**src/pkg/igt_pkg.sv**
```systemverilog
`default_nettype none
package igt_pkg;
  // ----------------------------------------
  // Clock and timing
  // ----------------------------------------
  localparam int CLK_HZ = 25_000_000;
  localparam int TICK_US = 1000;
  localparam int TICK_CYC = (CLK_HZ / 1_000_000) * TICK_US;
  localparam int NUM_CH = 8;
  localparam int PARAM_W = 6;
  localparam int PULSE_W = 9;
  localparam logic [8:0] PULSE_MAX_MS = 9'h1F4;
  localparam int FKEY_COUNT = 6;
  localparam logic [5:0] FKEY_LAST = 6'h05;
  // ----------------------------------------
  // Register map and field layout
  // ----------------------------------------
  localparam int ADDR_W = 8;
  localparam logic [5:0] IN_CFG_WORD = 6'h00;
  localparam logic [5:0] OUT_CFG_WORD = 6'h08;
  localparam logic [5:0] STATUS_WORD = 6'h10;
  localparam int F_EN = 0;
  localparam int F_EDGE = 1;
  localparam int F_POL = 3;
  localparam int F_FUNC = 4;
  localparam int F_PARAM = 8;
  localparam int F_PULSE = 16;
  localparam int ST_RELAY = 8;
  localparam logic [31:0] WORD_ZERO = 32'h0000_0000;
  // ----------------------------------------
  // Encodings
  // ----------------------------------------
  typedef enum logic [1:0] {
    IGT_EDGE_RISE = 2'h0,
    IGT_EDGE_FALL = 2'h1,
    IGT_EDGE_BOTH = 2'h2
  } igt_edge_t;
  typedef enum logic [1:0] {
    IGT_IN_CHANNEL_MUTE = 2'h0,
    IGT_IN_FUNCTION_KEY_INDICATOR = 2'h1,
    IGT_IN_TALKBACK_INPUT = 2'h2,
    IGT_IN_MONITOR_DIM = 2'h3
  } igt_in_func_t;
  typedef enum logic [1:0] {
    IGT_OUT_FADER_START = 2'h0,
    IGT_OUT_FUNCTION_KEY = 2'h1,
    IGT_OUT_TALKBACK_OUTPUT = 2'h2
  } igt_out_func_t;
endpackage
`default_nettype wire

```
**src/verilog/igt_in_cond.sv**
```systemverilog
`default_nettype none
module igt_in_cond (
  // Clock and reset
  input wire logic clk_in,
  input wire logic rst_in,
  // Raw isolated level and millisecond tick
  input wire logic pin_in,
  input wire logic tick_in,
  // Conditioned level and edge pulses
  output logic level_out,
  output logic rise_out,
  output logic fall_out
);
  typedef struct packed {
    logic sync1;
    logic sync2;
    logic samp;
    logic level;
    logic rise;
    logic fall;
  } igt_cond_t;

  igt_cond_t q;
  igt_cond_t next_q;

  // ----------------------------------------
  // Synchroniser and tick-sampled debounce
  // ----------------------------------------
  always_comb begin
    next_q = q;
    next_q.sync1 = pin_in;
    next_q.sync2 = q.sync1;
    next_q.rise = 1'b0;
    next_q.fall = 1'b0;
    if (tick_in) begin
      next_q.samp = q.sync2;
      // Level accepted only after two equal samples a tick apart
      if (q.sync2 == q.samp && q.sync2 != q.level) begin
        next_q.level = q.sync2;
        next_q.rise = q.sync2;
        next_q.fall = ~q.sync2;
      end
    end
  end

  always_ff @(posedge clk_in) begin
    if (rst_in) begin
      q <= '0;
    end else begin
      q <= next_q;
    end
  end

  assign level_out = q.level;
  assign rise_out = q.rise;
  assign fall_out = q.fall;
endmodule // igt_in_cond
`default_nettype wire

```
**src/verilog/igt_port.sv**
```systemverilog
// Notes on behaviour
// - An input channel whose enable is off never triggers its console function.
// - An input triggers only on its chosen transition: rising, falling or both.
// - Input polarity matters only when the input edge setting is both.
// - Input functions are channel mute 1-64, key indicator 1-6, talkback input, monitor dim A or B.
// - An output channel whose enable is off never operates its relay.
// - Output functions are fader start 1-64, function key 1-6 and talkback output.
// - An output operates its relay only on the chosen transition of its function.
// - Output polarity matters only when the output edge setting is both.
// - Each output has a pulse length of 0 to 500 ms.
// - With a pulse length set, the relay returns to its previous position when it runs out.
// - With no pulse length, the relay keeps its new position until the next trigger.
// - The stage-box port offers eight inputs and eight outputs; effects-tap lives on the local port.
// - An active output closes its relay contacts; an inactive one leaves them open.
//
// Added by the designer: the address map and the APB interface to the registers.
`default_nettype none
module igt_port #(
  parameter int NUM_CH = igt_pkg::NUM_CH,
  parameter int TICK_CYC = igt_pkg::TICK_CYC
) (
  // Clock and reset
  input wire logic SYS_CLK_IN,
  input wire logic RST_IN,
  // APB slave
  input wire logic PSEL_IN,
  input wire logic PENABLE_IN,
  input wire logic PWRITE_IN,
  input wire logic [igt_pkg::ADDR_W-1:0] PADDR_IN,
  input wire logic [31:0] PWDATA_IN,
  output logic [31:0] PRDATA_OUT,
  output logic PREADY_OUT,
  output logic PSLVERR_OUT,
  // Isolated inputs and console function states
  input wire logic [NUM_CH-1:0] ISO_IN,
  input wire logic [63:0] FADER_START_IN,
  input wire logic [igt_pkg::FKEY_COUNT-1:0] FKEY_IN,
  input wire logic TALKBACK_IN,
  // Console function events
  output logic EVT_VALID_OUT,
  output logic [$clog2(NUM_CH)-1:0] EVT_CHAN_OUT,
  output logic [1:0] EVT_FUNC_OUT,
  output logic [igt_pkg::PARAM_W-1:0] EVT_PARAM_OUT,
  output logic EVT_LEVEL_OUT,
  // Relay contacts, high means closed
  output logic [NUM_CH-1:0] RELAY_OUT
);
  localparam int TW = $clog2(TICK_CYC);
  localparam int CW = $clog2(NUM_CH);

  typedef struct packed {
    logic [igt_pkg::PULSE_W-1:0] pulse;
    logic [igt_pkg::PARAM_W-1:0] param;
    logic [1:0] func;
    logic pol;
    logic [1:0] edge_sel;
    logic en;
  } igt_cfg_t;

  typedef struct packed {
    igt_cfg_t [NUM_CH-1:0] icfg;
    igt_cfg_t [NUM_CH-1:0] ocfg;
    logic [NUM_CH-1:0] pend;
    logic [NUM_CH-1:0] plev;
    logic [NUM_CH-1:0] relay;
    logic [NUM_CH-1:0] prev;
    logic [NUM_CH-1:0] src_prev;
    logic [NUM_CH-1:0][igt_pkg::PULSE_W-1:0] tmr;
    logic [TW-1:0] tick_cnt;
    logic tick;
    logic pready;
    logic pslverr;
    logic [31:0] prdata;
    logic evt_valid;
    logic [CW-1:0] evt_chan;
    logic [1:0] evt_func;
    logic [igt_pkg::PARAM_W-1:0] evt_param;
    logic evt_level;
  } igt_state_t;

  igt_state_t q;
  igt_state_t next_q;
  logic [NUM_CH-1:0] in_lvl;
  logic [NUM_CH-1:0] in_rise;
  logic [NUM_CH-1:0] in_fall;

  // ----------------------------------------
  // Input conditioning
  // ----------------------------------------
  for (genvar g = 0; g < NUM_CH; g++) begin : g_in
    igt_in_cond u_cond (
      .clk_in(SYS_CLK_IN),
      .rst_in(RST_IN),
      .pin_in(ISO_IN[g]),
      .tick_in(q.tick),
      .level_out(in_lvl[g]),
      .rise_out(in_rise[g]),
      .fall_out(in_fall[g])
    );
  end

  // ----------------------------------------
  // Helpers
  // ----------------------------------------
  function automatic logic edge_hit(input logic [1:0] sel, input logic r, input logic f);
    logic hit;
    hit = 1'b0;
    unique case (sel)
      igt_pkg::IGT_EDGE_RISE: hit = r;
      igt_pkg::IGT_EDGE_FALL: hit = f;
      igt_pkg::IGT_EDGE_BOTH: hit = r | f;
      default: hit = 1'b0;
    endcase
    return hit;
  endfunction

  function automatic logic [31:0] cfg_word(input igt_cfg_t c);
    logic [31:0] w;
    w = igt_pkg::WORD_ZERO;
    w[igt_pkg::F_EN] = c.en;
    w[igt_pkg::F_EDGE +: 2] = c.edge_sel;
    w[igt_pkg::F_POL] = c.pol;
    w[igt_pkg::F_FUNC +: 2] = c.func;
    w[igt_pkg::F_PARAM +: igt_pkg::PARAM_W] = c.param;
    w[igt_pkg::F_PULSE +: igt_pkg::PULSE_W] = c.pulse;
    return w;
  endfunction

  function automatic igt_cfg_t word_cfg(input logic [31:0] w, input logic has_pulse);
    igt_cfg_t c;
    c.en = w[igt_pkg::F_EN];
    c.edge_sel = w[igt_pkg::F_EDGE +: 2];
    c.pol = w[igt_pkg::F_POL];
    c.func = w[igt_pkg::F_FUNC +: 2];
    c.param = w[igt_pkg::F_PARAM +: igt_pkg::PARAM_W];
    c.pulse = '0;
    if (has_pulse) begin
      c.pulse = w[igt_pkg::F_PULSE +: igt_pkg::PULSE_W];
      if (c.pulse > igt_pkg::PULSE_MAX_MS) begin
        c.pulse = igt_pkg::PULSE_MAX_MS;
      end
    end
    return c;
  endfunction

  // Current state of the console function feeding an output
  function automatic logic out_src(input igt_cfg_t c, input logic [63:0] fdr,
                                   input logic [igt_pkg::FKEY_COUNT-1:0] fk, input logic tb);
    logic s;
    s = 1'b0;
    unique case (c.func)
      igt_pkg::IGT_OUT_FADER_START: s = fdr[c.param];
      igt_pkg::IGT_OUT_FUNCTION_KEY: s = (c.param <= igt_pkg::FKEY_LAST) ? fk[c.param[2:0]] : 1'b0;
      igt_pkg::IGT_OUT_TALKBACK_OUTPUT: s = tb;
      default: s = 1'b0;
    endcase
    return s;
  endfunction

  // ----------------------------------------
  // Next-state logic
  // ----------------------------------------
  always_comb begin
    logic access;
    logic [5:0] word;
    logic found;
    logic src;
    logic o_hit;
    logic in_hit;
    access = PSEL_IN & PENABLE_IN & ~q.pready;
    word = PADDR_IN[igt_pkg::ADDR_W-1:2];
    found = 1'b0;
    src = 1'b0;
    o_hit = 1'b0;
    in_hit = 1'b0;
    next_q = q;

    // Millisecond tick
    next_q.tick = 1'b0;
    next_q.tick_cnt = q.tick_cnt + 1'b1;
    if (q.tick_cnt == TW'(TICK_CYC - 1)) begin
      next_q.tick_cnt = '0;
      next_q.tick = 1'b1;
    end

    // APB access, one wait state
    next_q.pready = access;
    next_q.pslverr = 1'b0;
    next_q.prdata = igt_pkg::WORD_ZERO;
    if (access) begin
      if (PADDR_IN[1:0] != 2'h0) begin
        next_q.pslverr = 1'b1;
      end else if (word == igt_pkg::STATUS_WORD) begin
        next_q.prdata[NUM_CH-1:0] = in_lvl;
        next_q.prdata[igt_pkg::ST_RELAY +: NUM_CH] = q.relay;
      end else if (word >= igt_pkg::IN_CFG_WORD && word < igt_pkg::IN_CFG_WORD + 6'(NUM_CH)) begin
        next_q.prdata = cfg_word(q.icfg[CW'(word - igt_pkg::IN_CFG_WORD)]);
        if (PWRITE_IN) begin
          next_q.icfg[CW'(word - igt_pkg::IN_CFG_WORD)] = word_cfg(PWDATA_IN, 1'b0);
        end
      end else if (word >= igt_pkg::OUT_CFG_WORD && word < igt_pkg::OUT_CFG_WORD + 6'(NUM_CH)) begin
        next_q.prdata = cfg_word(q.ocfg[CW'(word - igt_pkg::OUT_CFG_WORD)]);
        if (PWRITE_IN) begin
          next_q.ocfg[CW'(word - igt_pkg::OUT_CFG_WORD)] = word_cfg(PWDATA_IN, 1'b1);
        end
      end else begin
        next_q.pslverr = 1'b1;
      end
      if (PWRITE_IN) begin
        next_q.prdata = igt_pkg::WORD_ZERO;
      end
    end

    // Issue the lowest pending input event
    next_q.evt_valid = 1'b0;
    for (int i = 0; i < NUM_CH; i++) begin
      if (q.pend[i] && !found) begin
        found = 1'b1;
        next_q.pend[i] = 1'b0;
        next_q.evt_valid = 1'b1;
        next_q.evt_chan = CW'(i);
        next_q.evt_func = q.icfg[i].func;
        next_q.evt_param = q.icfg[i].param;
        next_q.evt_level = q.plev[i];
      end
    end

    // New input triggers; a new trigger wins over the issue above
    for (int i = 0; i < NUM_CH; i++) begin
      in_hit = edge_hit(q.icfg[i].edge_sel, in_rise[i], in_fall[i]);
      if (q.icfg[i].en && in_hit) begin
        next_q.pend[i] = 1'b1;
        unique case (q.icfg[i].edge_sel)
          igt_pkg::IGT_EDGE_BOTH: next_q.plev[i] = in_lvl[i] ^ q.icfg[i].pol;
          igt_pkg::IGT_EDGE_RISE: next_q.plev[i] = 1'b1;
          default: next_q.plev[i] = 1'b0;
        endcase
      end
    end

    // Relay outputs
    for (int i = 0; i < NUM_CH; i++) begin
      src = out_src(q.ocfg[i], FADER_START_IN, FKEY_IN, TALKBACK_IN);
      next_q.src_prev[i] = src;
      o_hit = edge_hit(q.ocfg[i].edge_sel, src & ~q.src_prev[i], ~src & q.src_prev[i]);
      if (!q.ocfg[i].en) begin
        next_q.relay[i] = 1'b0;
        next_q.tmr[i] = '0;
      end else if (o_hit) begin
        if (q.ocfg[i].edge_sel == igt_pkg::IGT_EDGE_BOTH) begin
          next_q.relay[i] = src ^ q.ocfg[i].pol;
        end else begin
          next_q.relay[i] = ~((q.tmr[i] != '0) ? q.prev[i] : q.relay[i]);
        end
        if (q.ocfg[i].pulse != '0) begin
          if (q.tmr[i] == '0) begin
            next_q.prev[i] = q.relay[i];
          end
          // One extra tick so a pulse never ends before its full length
          next_q.tmr[i] = q.ocfg[i].pulse + 1'b1;
        end
      end else if (q.tick && q.tmr[i] != '0) begin
        next_q.tmr[i] = q.tmr[i] - 1'b1;
        if (q.tmr[i] == igt_pkg::PULSE_W'(1)) begin
          next_q.relay[i] = q.prev[i];
        end
      end
    end
  end

  always_ff @(posedge SYS_CLK_IN) begin
    if (RST_IN) begin
      q <= '0;
    end else begin
      q <= next_q;
    end
  end

  assign PRDATA_OUT = q.prdata;
  assign PREADY_OUT = q.pready;
  assign PSLVERR_OUT = q.pslverr;
  assign EVT_VALID_OUT = q.evt_valid;
  assign EVT_CHAN_OUT = q.evt_chan;
  assign EVT_FUNC_OUT = q.evt_func;
  assign EVT_PARAM_OUT = q.evt_param;
  assign EVT_LEVEL_OUT = q.evt_level;
  assign RELAY_OUT = q.relay;

  // ----------------------------------------
  // Assertions
  // ----------------------------------------
  chk_in_enable: assert property (@(posedge SYS_CLK_IN) disable iff (RST_IN)
    $rose(q.pend[0]) |-> $past(q.icfg[0].en))
    else $error("disabled input raised an event");
  chk_in_edge: assert property (@(posedge SYS_CLK_IN) disable iff (RST_IN)
    $rose(q.pend[0]) |-> $past(edge_hit(q.icfg[0].edge_sel, in_rise[0], in_fall[0])))
    else $error("input event on wrong edge");
  chk_in_polarity: assert property (@(posedge SYS_CLK_IN) disable iff (RST_IN)
    $rose(q.pend[0]) && q.icfg[0].edge_sel == igt_pkg::IGT_EDGE_BOTH
      |-> q.plev[0] == ($past(in_lvl[0]) ^ q.icfg[0].pol))
    else $error("both-edge level ignores polarity");
  chk_evt_issue: assert property (@(posedge SYS_CLK_IN) disable iff (RST_IN)
    q.pend[0] |=> EVT_VALID_OUT && EVT_CHAN_OUT == '0 && EVT_FUNC_OUT == $past(q.icfg[0].func))
    else $error("pending event not issued");
  chk_out_disabled: assert property (@(posedge SYS_CLK_IN) disable iff (RST_IN)
    !q.ocfg[0].en |=> !RELAY_OUT[0])
    else $error("disabled relay closed");
  chk_pulse_max: assert property (@(posedge SYS_CLK_IN) disable iff (RST_IN)
    q.ocfg[0].pulse <= igt_pkg::PULSE_MAX_MS && q.tmr[0] <= igt_pkg::PULSE_MAX_MS + 9'h001)
    else $error("pulse length above limit");
  chk_pulse_end: assert property (@(posedge SYS_CLK_IN) disable iff (RST_IN)
    q.ocfg[1].en && q.tick && q.tmr[1] == igt_pkg::PULSE_W'(1) ##1 $stable(q.src_prev[1])
      |-> RELAY_OUT[1] == $past(q.prev[1]) && q.tmr[1] == '0)
    else $error("relay did not return after pulse");
  chk_latch_hold: assert property (@(posedge SYS_CLK_IN) disable iff (RST_IN)
    q.ocfg[0].en && q.tmr[0] == '0 && $stable(q.src_prev[0]) ##1 $stable(q.src_prev[0])
      && $stable(q.ocfg[0]) |-> $stable(RELAY_OUT[0]))
    else $error("latched relay moved without trigger");
  chk_apb_ready: assert property (@(posedge SYS_CLK_IN) disable iff (RST_IN)
    PSEL_IN && PENABLE_IN && !PREADY_OUT |=> PREADY_OUT ##1 !PREADY_OUT)
    else $error("APB answer not one cycle");
  cov_event: cover property (@(posedge SYS_CLK_IN) disable iff (RST_IN) EVT_VALID_OUT);
  cov_pulse: cover property (@(posedge SYS_CLK_IN) disable iff (RST_IN)
    q.tmr[1] == igt_pkg::PULSE_W'(1) && q.tick);
  cov_write: cover property (@(posedge SYS_CLK_IN) disable iff (RST_IN)
    PREADY_OUT && PWRITE_IN && !PSLVERR_OUT);
endmodule // igt_port
`default_nettype wire

```
**config.mk**
```make
export PLATFORM = sky130hd
export DESIGN_NAME = igt_port
export DESIGN_NICKNAME = d
export VERILOG_FILES = /design/src/pkg/igt_pkg.sv /design/src/verilog/igt_in_cond.sv /design/src/verilog/igt_port.sv
export SDC_FILE = /design/constraint.sdc
export NUM_CORES = 2
export LEC_CHECK = 0
export BUFFER_PORTS_ARGS = -buffer_cell sky130_fd_sc_hd__clkbuf_2
export CORE_MARGIN = 10
export CORE_UTILIZATION = 48
export CTS_BUF_LIST = sky130_fd_sc_hd__clkbuf_8
export CTS_CLUSTER_SIZE = 30
export DETAILED_ROUTE_END_ITERATION = 10
export PLACE_DENSITY = 0.72
export SLEW_MARGIN = 20
export SYNTH_ARGS = -nofsm -noshare
export SYNTH_HDL_FRONTEND = slang
export SYNTH_SLANG_ARGS = --single-unit
```
**constraint.sdc**
```tcl
create_clock -name SYS_CLK_IN -period 4.05 [get_ports SYS_CLK_IN]
set_clock_uncertainty 0.15 [all_clocks]
set_input_delay 0.2025 -clock SYS_CLK_IN [delete_from_list [all_inputs] [get_ports SYS_CLK_IN]]
set_output_delay 0.2025 -clock SYS_CLK_IN [all_outputs]
set_load 0.02 [all_outputs]
```
# [Yosys cells after proc, flatten, opt, wreduce, memory -nomap -nowiden]
# Index checks and enable logic that the tools add are counted.
# Widths: inputs -> output; s select.
[totals] out_inout_bits=55 input_bits=124 wordCells=795 regBits=559
[classes] eq_ne=82 n_bitwise=104 magnitude_cmp=33 n_reduce_logical=170 n_mux=191 n_addsub=18
[op_table] operator="$bwmux 168" count=2
[op_table] operator="$mux 9" count=31
[op_table] operator="$reduce_bool 9->1" count=16
[op_table] operator="$bmux 21 s3" count=2
[op_table] operator="$demux 21 s3" count=2
[op_table] operator="$mux 13" count=8
[op_table] operator="$mux 1" count=90
[op_table] operator="$mux 21" count=4
[op_table] operator="$add 9x1->9 const B" count=8
[op_table] operator="$eq 9x1->1 const B" count=8
[op_table] operator="$logic_not 9->1" count=8
[op_table] operator="$pmux 1 s3" count=24
[op_table] operator="$sub 9x1->9 const B" count=8
[op_table] operator="$lt 6x7->1 const B" count=8
[op_table] operator="$not 1->1" count=54
[op_table] operator="$mux 25" count=2
[op_table] operator="$bmux 1 s6" count=8
[op_table] operator="$eq 2x1->1 const B" count=24
[op_table] operator="$eq 2x2->1 const B" count=24
[op_table] operator="$le 6x3->1 const B" count=8
[op_table] operator="$logic_not 2->1" count=24
[op_table] operator="$reduce_and 2->1" count=24
[op_table] operator="$reduce_bool 2->1" count=24
[op_table] operator="$lt 3x4->1 const B" count=10
[op_table] operator="other kinds (31)" count=177

# [Depth between registers and ports, before layout]
[logic_depth] depth_word=23 ltp_mapped=17 mapped_depth_nobuf=15

# [Cells and area by module]
# A second synthesis with hierarchy kept.
[unflattened] cells_unflattened=3610 hier_area_um2=29378.2
[modules_own_cells] module="igt_port" area_per_inst_um2=27766.6 n_inst=1 cells_per_inst=3458 seq_area_each_um2=8648.3
[modules_own_cells] module="igt_in_cond" area_per_inst_um2=201.4 n_inst=8 cells_per_inst=19 seq_area_each_um2=120.1

# [Least setup slack after synthesis]
# OpenSTA, ideal clock, no wires.
[synth_path] kind="reg-to-reg" from="register q[287] (netlist bit)" to="register q[108] (netlist bit)" path_stages_with_launch=17 synth_period_minus_slack_ns=3.901 path_slack_ns=0.149 path_buffers=2 arrival_time_ns=3.623 setup_ns=0.128 t_required_ns=3.772 cell_sequence="dfxtp_1 > buf_2 > mux4_2 > mux2i_1 > mux2i_1 > a2111oi_0 > nor2_1 > nand2_1 > inv_1 > ha_1 > mux2i_1 > o21ai_1 > mux2i_1 > clkbuf_1 > nor3_1 > a21oi_1 > a21oi_1"
[synth_lines] element="start: declaration" line="igt_port.sv:81" rtl="igt_state_t q;"
[synth_lines] element="start signal: assignment" line="igt_port.sv:275" rtl="q <= next_q;"

==> results.yml <==
floorplan:
  rows: 89
  die-width_um: 265
  dieArea_sq_mm: 0.0705
  core_area_sq_mm: 0.0594
  start_util_pct: 48.7
  die_height_um: 265
  boundaryPins: 179
placement:
  dp_slack_ns: -0.0458
  detailed_place_hpwl_mm: 72.9
  place.gp.congestion: 1.02
  portBuffers: 160
job:
  cap_violations: 0
timing:
  finalSetupTns_ns: 0
  worst_slew_pin_slew_ns: 1.25
  period_minus_slack_ns: 3.92
  maxSlewViolCount: 0
  finalSetupViolCount: 0
  relSlewSlack_pct: 16.3
  layout_setup_ws_ns: 0.131
  post-route-period-util_pct: 96.8
  holdWs_ns: 0.0755
  fmax_mhz: 255
  rsz0062_at_grt: "yes"
  hold_viol_final: 0
synth:
  synthTopCellsByCount: "nand2_1, dfxtp_1, a21oi_1"
  synth.largest_area_cell: "dfxtp_1"
  ys_seq_elements: 480
  synth_seq_area_share_pct: 33.2
  synth.area.top_cells: "dfxtp_1, mux4_2, nand2_1"
  syn-cell-area_sq_mm: 0.0289
  post_synth.cell_area_avg_sq_um: 8.08
  synth-main-ff-cell: "dfxtp_1"
  synthArstFlopShare_pct: 0
  synth-edff-count: 0
  synthDominantCellAreaShare_pct: 33.2
  yosys.cell_count.top_type: "nand2_1"
  yosysUniqueCellTypes: 84
  netlist_instances: 3579
  yosys_warnings: 0
power_and_ir_drop:
  peakVddDrop_mv: 0.242
  p_leak_nw: 11.3
  p_per_area_mw_per_mm2: 326
  power_w: 0.0107
run_status:
  status: "finished clean"
clock_network:
  cts.sinks: 480
  htree_levels: 3
  clkTransAtPathRegs_ns: 0.07
  cts_made_buffers: 84
  clk_latency_ns: 0.69
  clk_path_buf_depth: 3
  cts-root-buf: "clkbuf_8"
  cts_tree: "built"
setup_path:
  required_ns: 4.43
  startpoint: "q[181]$_SDFFE_PP0P_"
  crit_type: "reg -> reg"
  rr_startpoint: "q[181]$_SDFFE_PP0P_"
  arrival_ns: 4.30
  endpoint_kind: "flop"
  critPathLaunchType: "flop"
  cp_max_fo: 13
routing:
  drt_iter0_markers: 4108
  wl_mm: 106
  ant_nets: 0
  drc: 0
  dr_total_vias: 28900
  drt_first_pass_iters: 8
  post_drt_wl_per_cell_um: 23.3
  viasPerCell: 6.38
final_layout:
  drive_above_1_share_pct: 17.3
  syn2layout_area_growth_pct: 14.0
  nNetsFinal: 3862
  fill_cells: 5456
grt:
  antenna_found_initial: 6
  grt_max_degree: 151
  grt_overflow: 0
  grt_usage_pct: 28.7
  grt_pass1_vias: 26800
  grt_pass1_wl_mm: 160
worst_hold_path:
  worstHoldStart: "PADDR_IN[6]"
  hp-class: "in -> reg"
## critical path, stage by stage, from the launching register on
cell	delay (ns)
dfxtp_2	0.36
buf_12	0.16
mux4_2	0.51
mux4_2	0.53
nor4b_4	0.28
nor2_2	0.08
nand3_4	0.14
inv_1	0.08
ha_1	0.27
inv_1	0.11
mux2i_4	0.09
a21o_4	0.24
or4b_1	0.53
mux2i_1	0.16
nor2_1	0.05
## metal layers
metal / vias to the layer above / track usage, % / part of all wire (%)
met4: 2 / 13.5 / 5.3
met3: 412 / 8.08 / 12
met1: 13600 / 36.4 / 38
li1: 13100 / - / -
met2: 1835 / 44.5 / 45
met5: - / 0 / 0.018
## per-stage QoR
step	area [sq um]	std cells	util (%)
finish	33000	4534	55.5
global route	33000	4530	55.5
CTS	32700	4513	55.1
detailed placement	30400	4326	51.1
global placement	30400	4326	51.1
floorplan	29000	3585	-
## worst paths after layout
check | end | slack (ns) | depth (start not counted)
max | q[143]$_SDFFE_PP0P_ | 0.13 | 14
min | PRDATA_OUT[7]$_SDFF_PP0_ | 0.08 | 4
max reg2reg | q[143]$_SDFFE_PP0P_ | 0.13 | 14
min reg2reg | g_in[7].u_cond.q[4]$_SDFF_PP0_ | 0.28 | 1
## placed cells by master, fill, tap and decap left out, types with 115 or more instances in the layout
master	n
a21oi_1	416
buf_4	139
clkbuf_2	159
clkbuf_8	115
dfxtp_1	475
mux2i_1	141
mux4_2	119
nand2_1	571
nand3_1	150
nor2_1	254
o21ai_0	156
## where the power goes
group          internal [W]  switching (W)  leakage (nW)
Clock               0.00298        0.00217          1.04
Combinational      0.000289       0.000552          6.37
Sequential          0.00474      0.0000105          3.87
Total               0.00801        0.00273          11.3
## cell type report
class | count | area, sq um | area share (%)
Antenna cell | 7 | 17.5 | 0.0531
Clock buffer | 115 | 1580 | 4.80
Clock inverter | 36 | 364 | 1.10
Inverter | 102 | 383 | 1.16
Multi-Input combinational cell | 2673 | 17600 | 53.4
Sequential cell | 480 | 9620 | 29.2
Tap cell | 773 | 967 | 2.93
Timing Repair Buffer | 348 | 2430 | 7.38
## repair_timing
item,in CTS,in global routing
setup buffers,0,12
hold endpoints to repair,273,0
resized for setup,3,42
hold buffers,36,0
cloned,0,2
pin swaps,0,7
endpoints found under the setup margin,4,75
## flip-flops by register name, summed over array words and instances, names as in the netlist
| signal | cells |
|---|---|
| q | 384 |
| g_in.u_cond.next_q | 8 |
| EVT_PARAM_OUT | 6 |
| PREADY_OUT | 1 |
| g_in.u_cond.fall_out | 8 |
| EVT_VALID_OUT | 1 |
| PRDATA_OUT | 25 |
| g_in.u_cond.level_out | 8 |
| EVT_FUNC_OUT | 2 |
| g_in.u_cond.rise_out | 8 |
| g_in.u_cond.q | 16 |
| EVT_CHAN_OUT | 3 |
| PSLVERR_OUT | 1 |
| EVT_LEVEL_OUT | 1 |
| RELAY_OUT | 8 |
## cell families (layout without fill, tap and decap cells)
logic type,count (synthesis),count (layout),share of synthesized area [%]
AND/OR/NAND/NOR,1327,1327,21.2
other,1,14,0.0130
flip-flops,480,480,33.2
buffers and inverters,432,601,6.66
adder cells (fa/ha/maj),49,49,2.12
AO/OA/AOI/OAI,928,928,19.4
multiplexers,279,279,14.9
XOR/XNOR,83,83,2.54
Power figures use the tool's default switching activity.
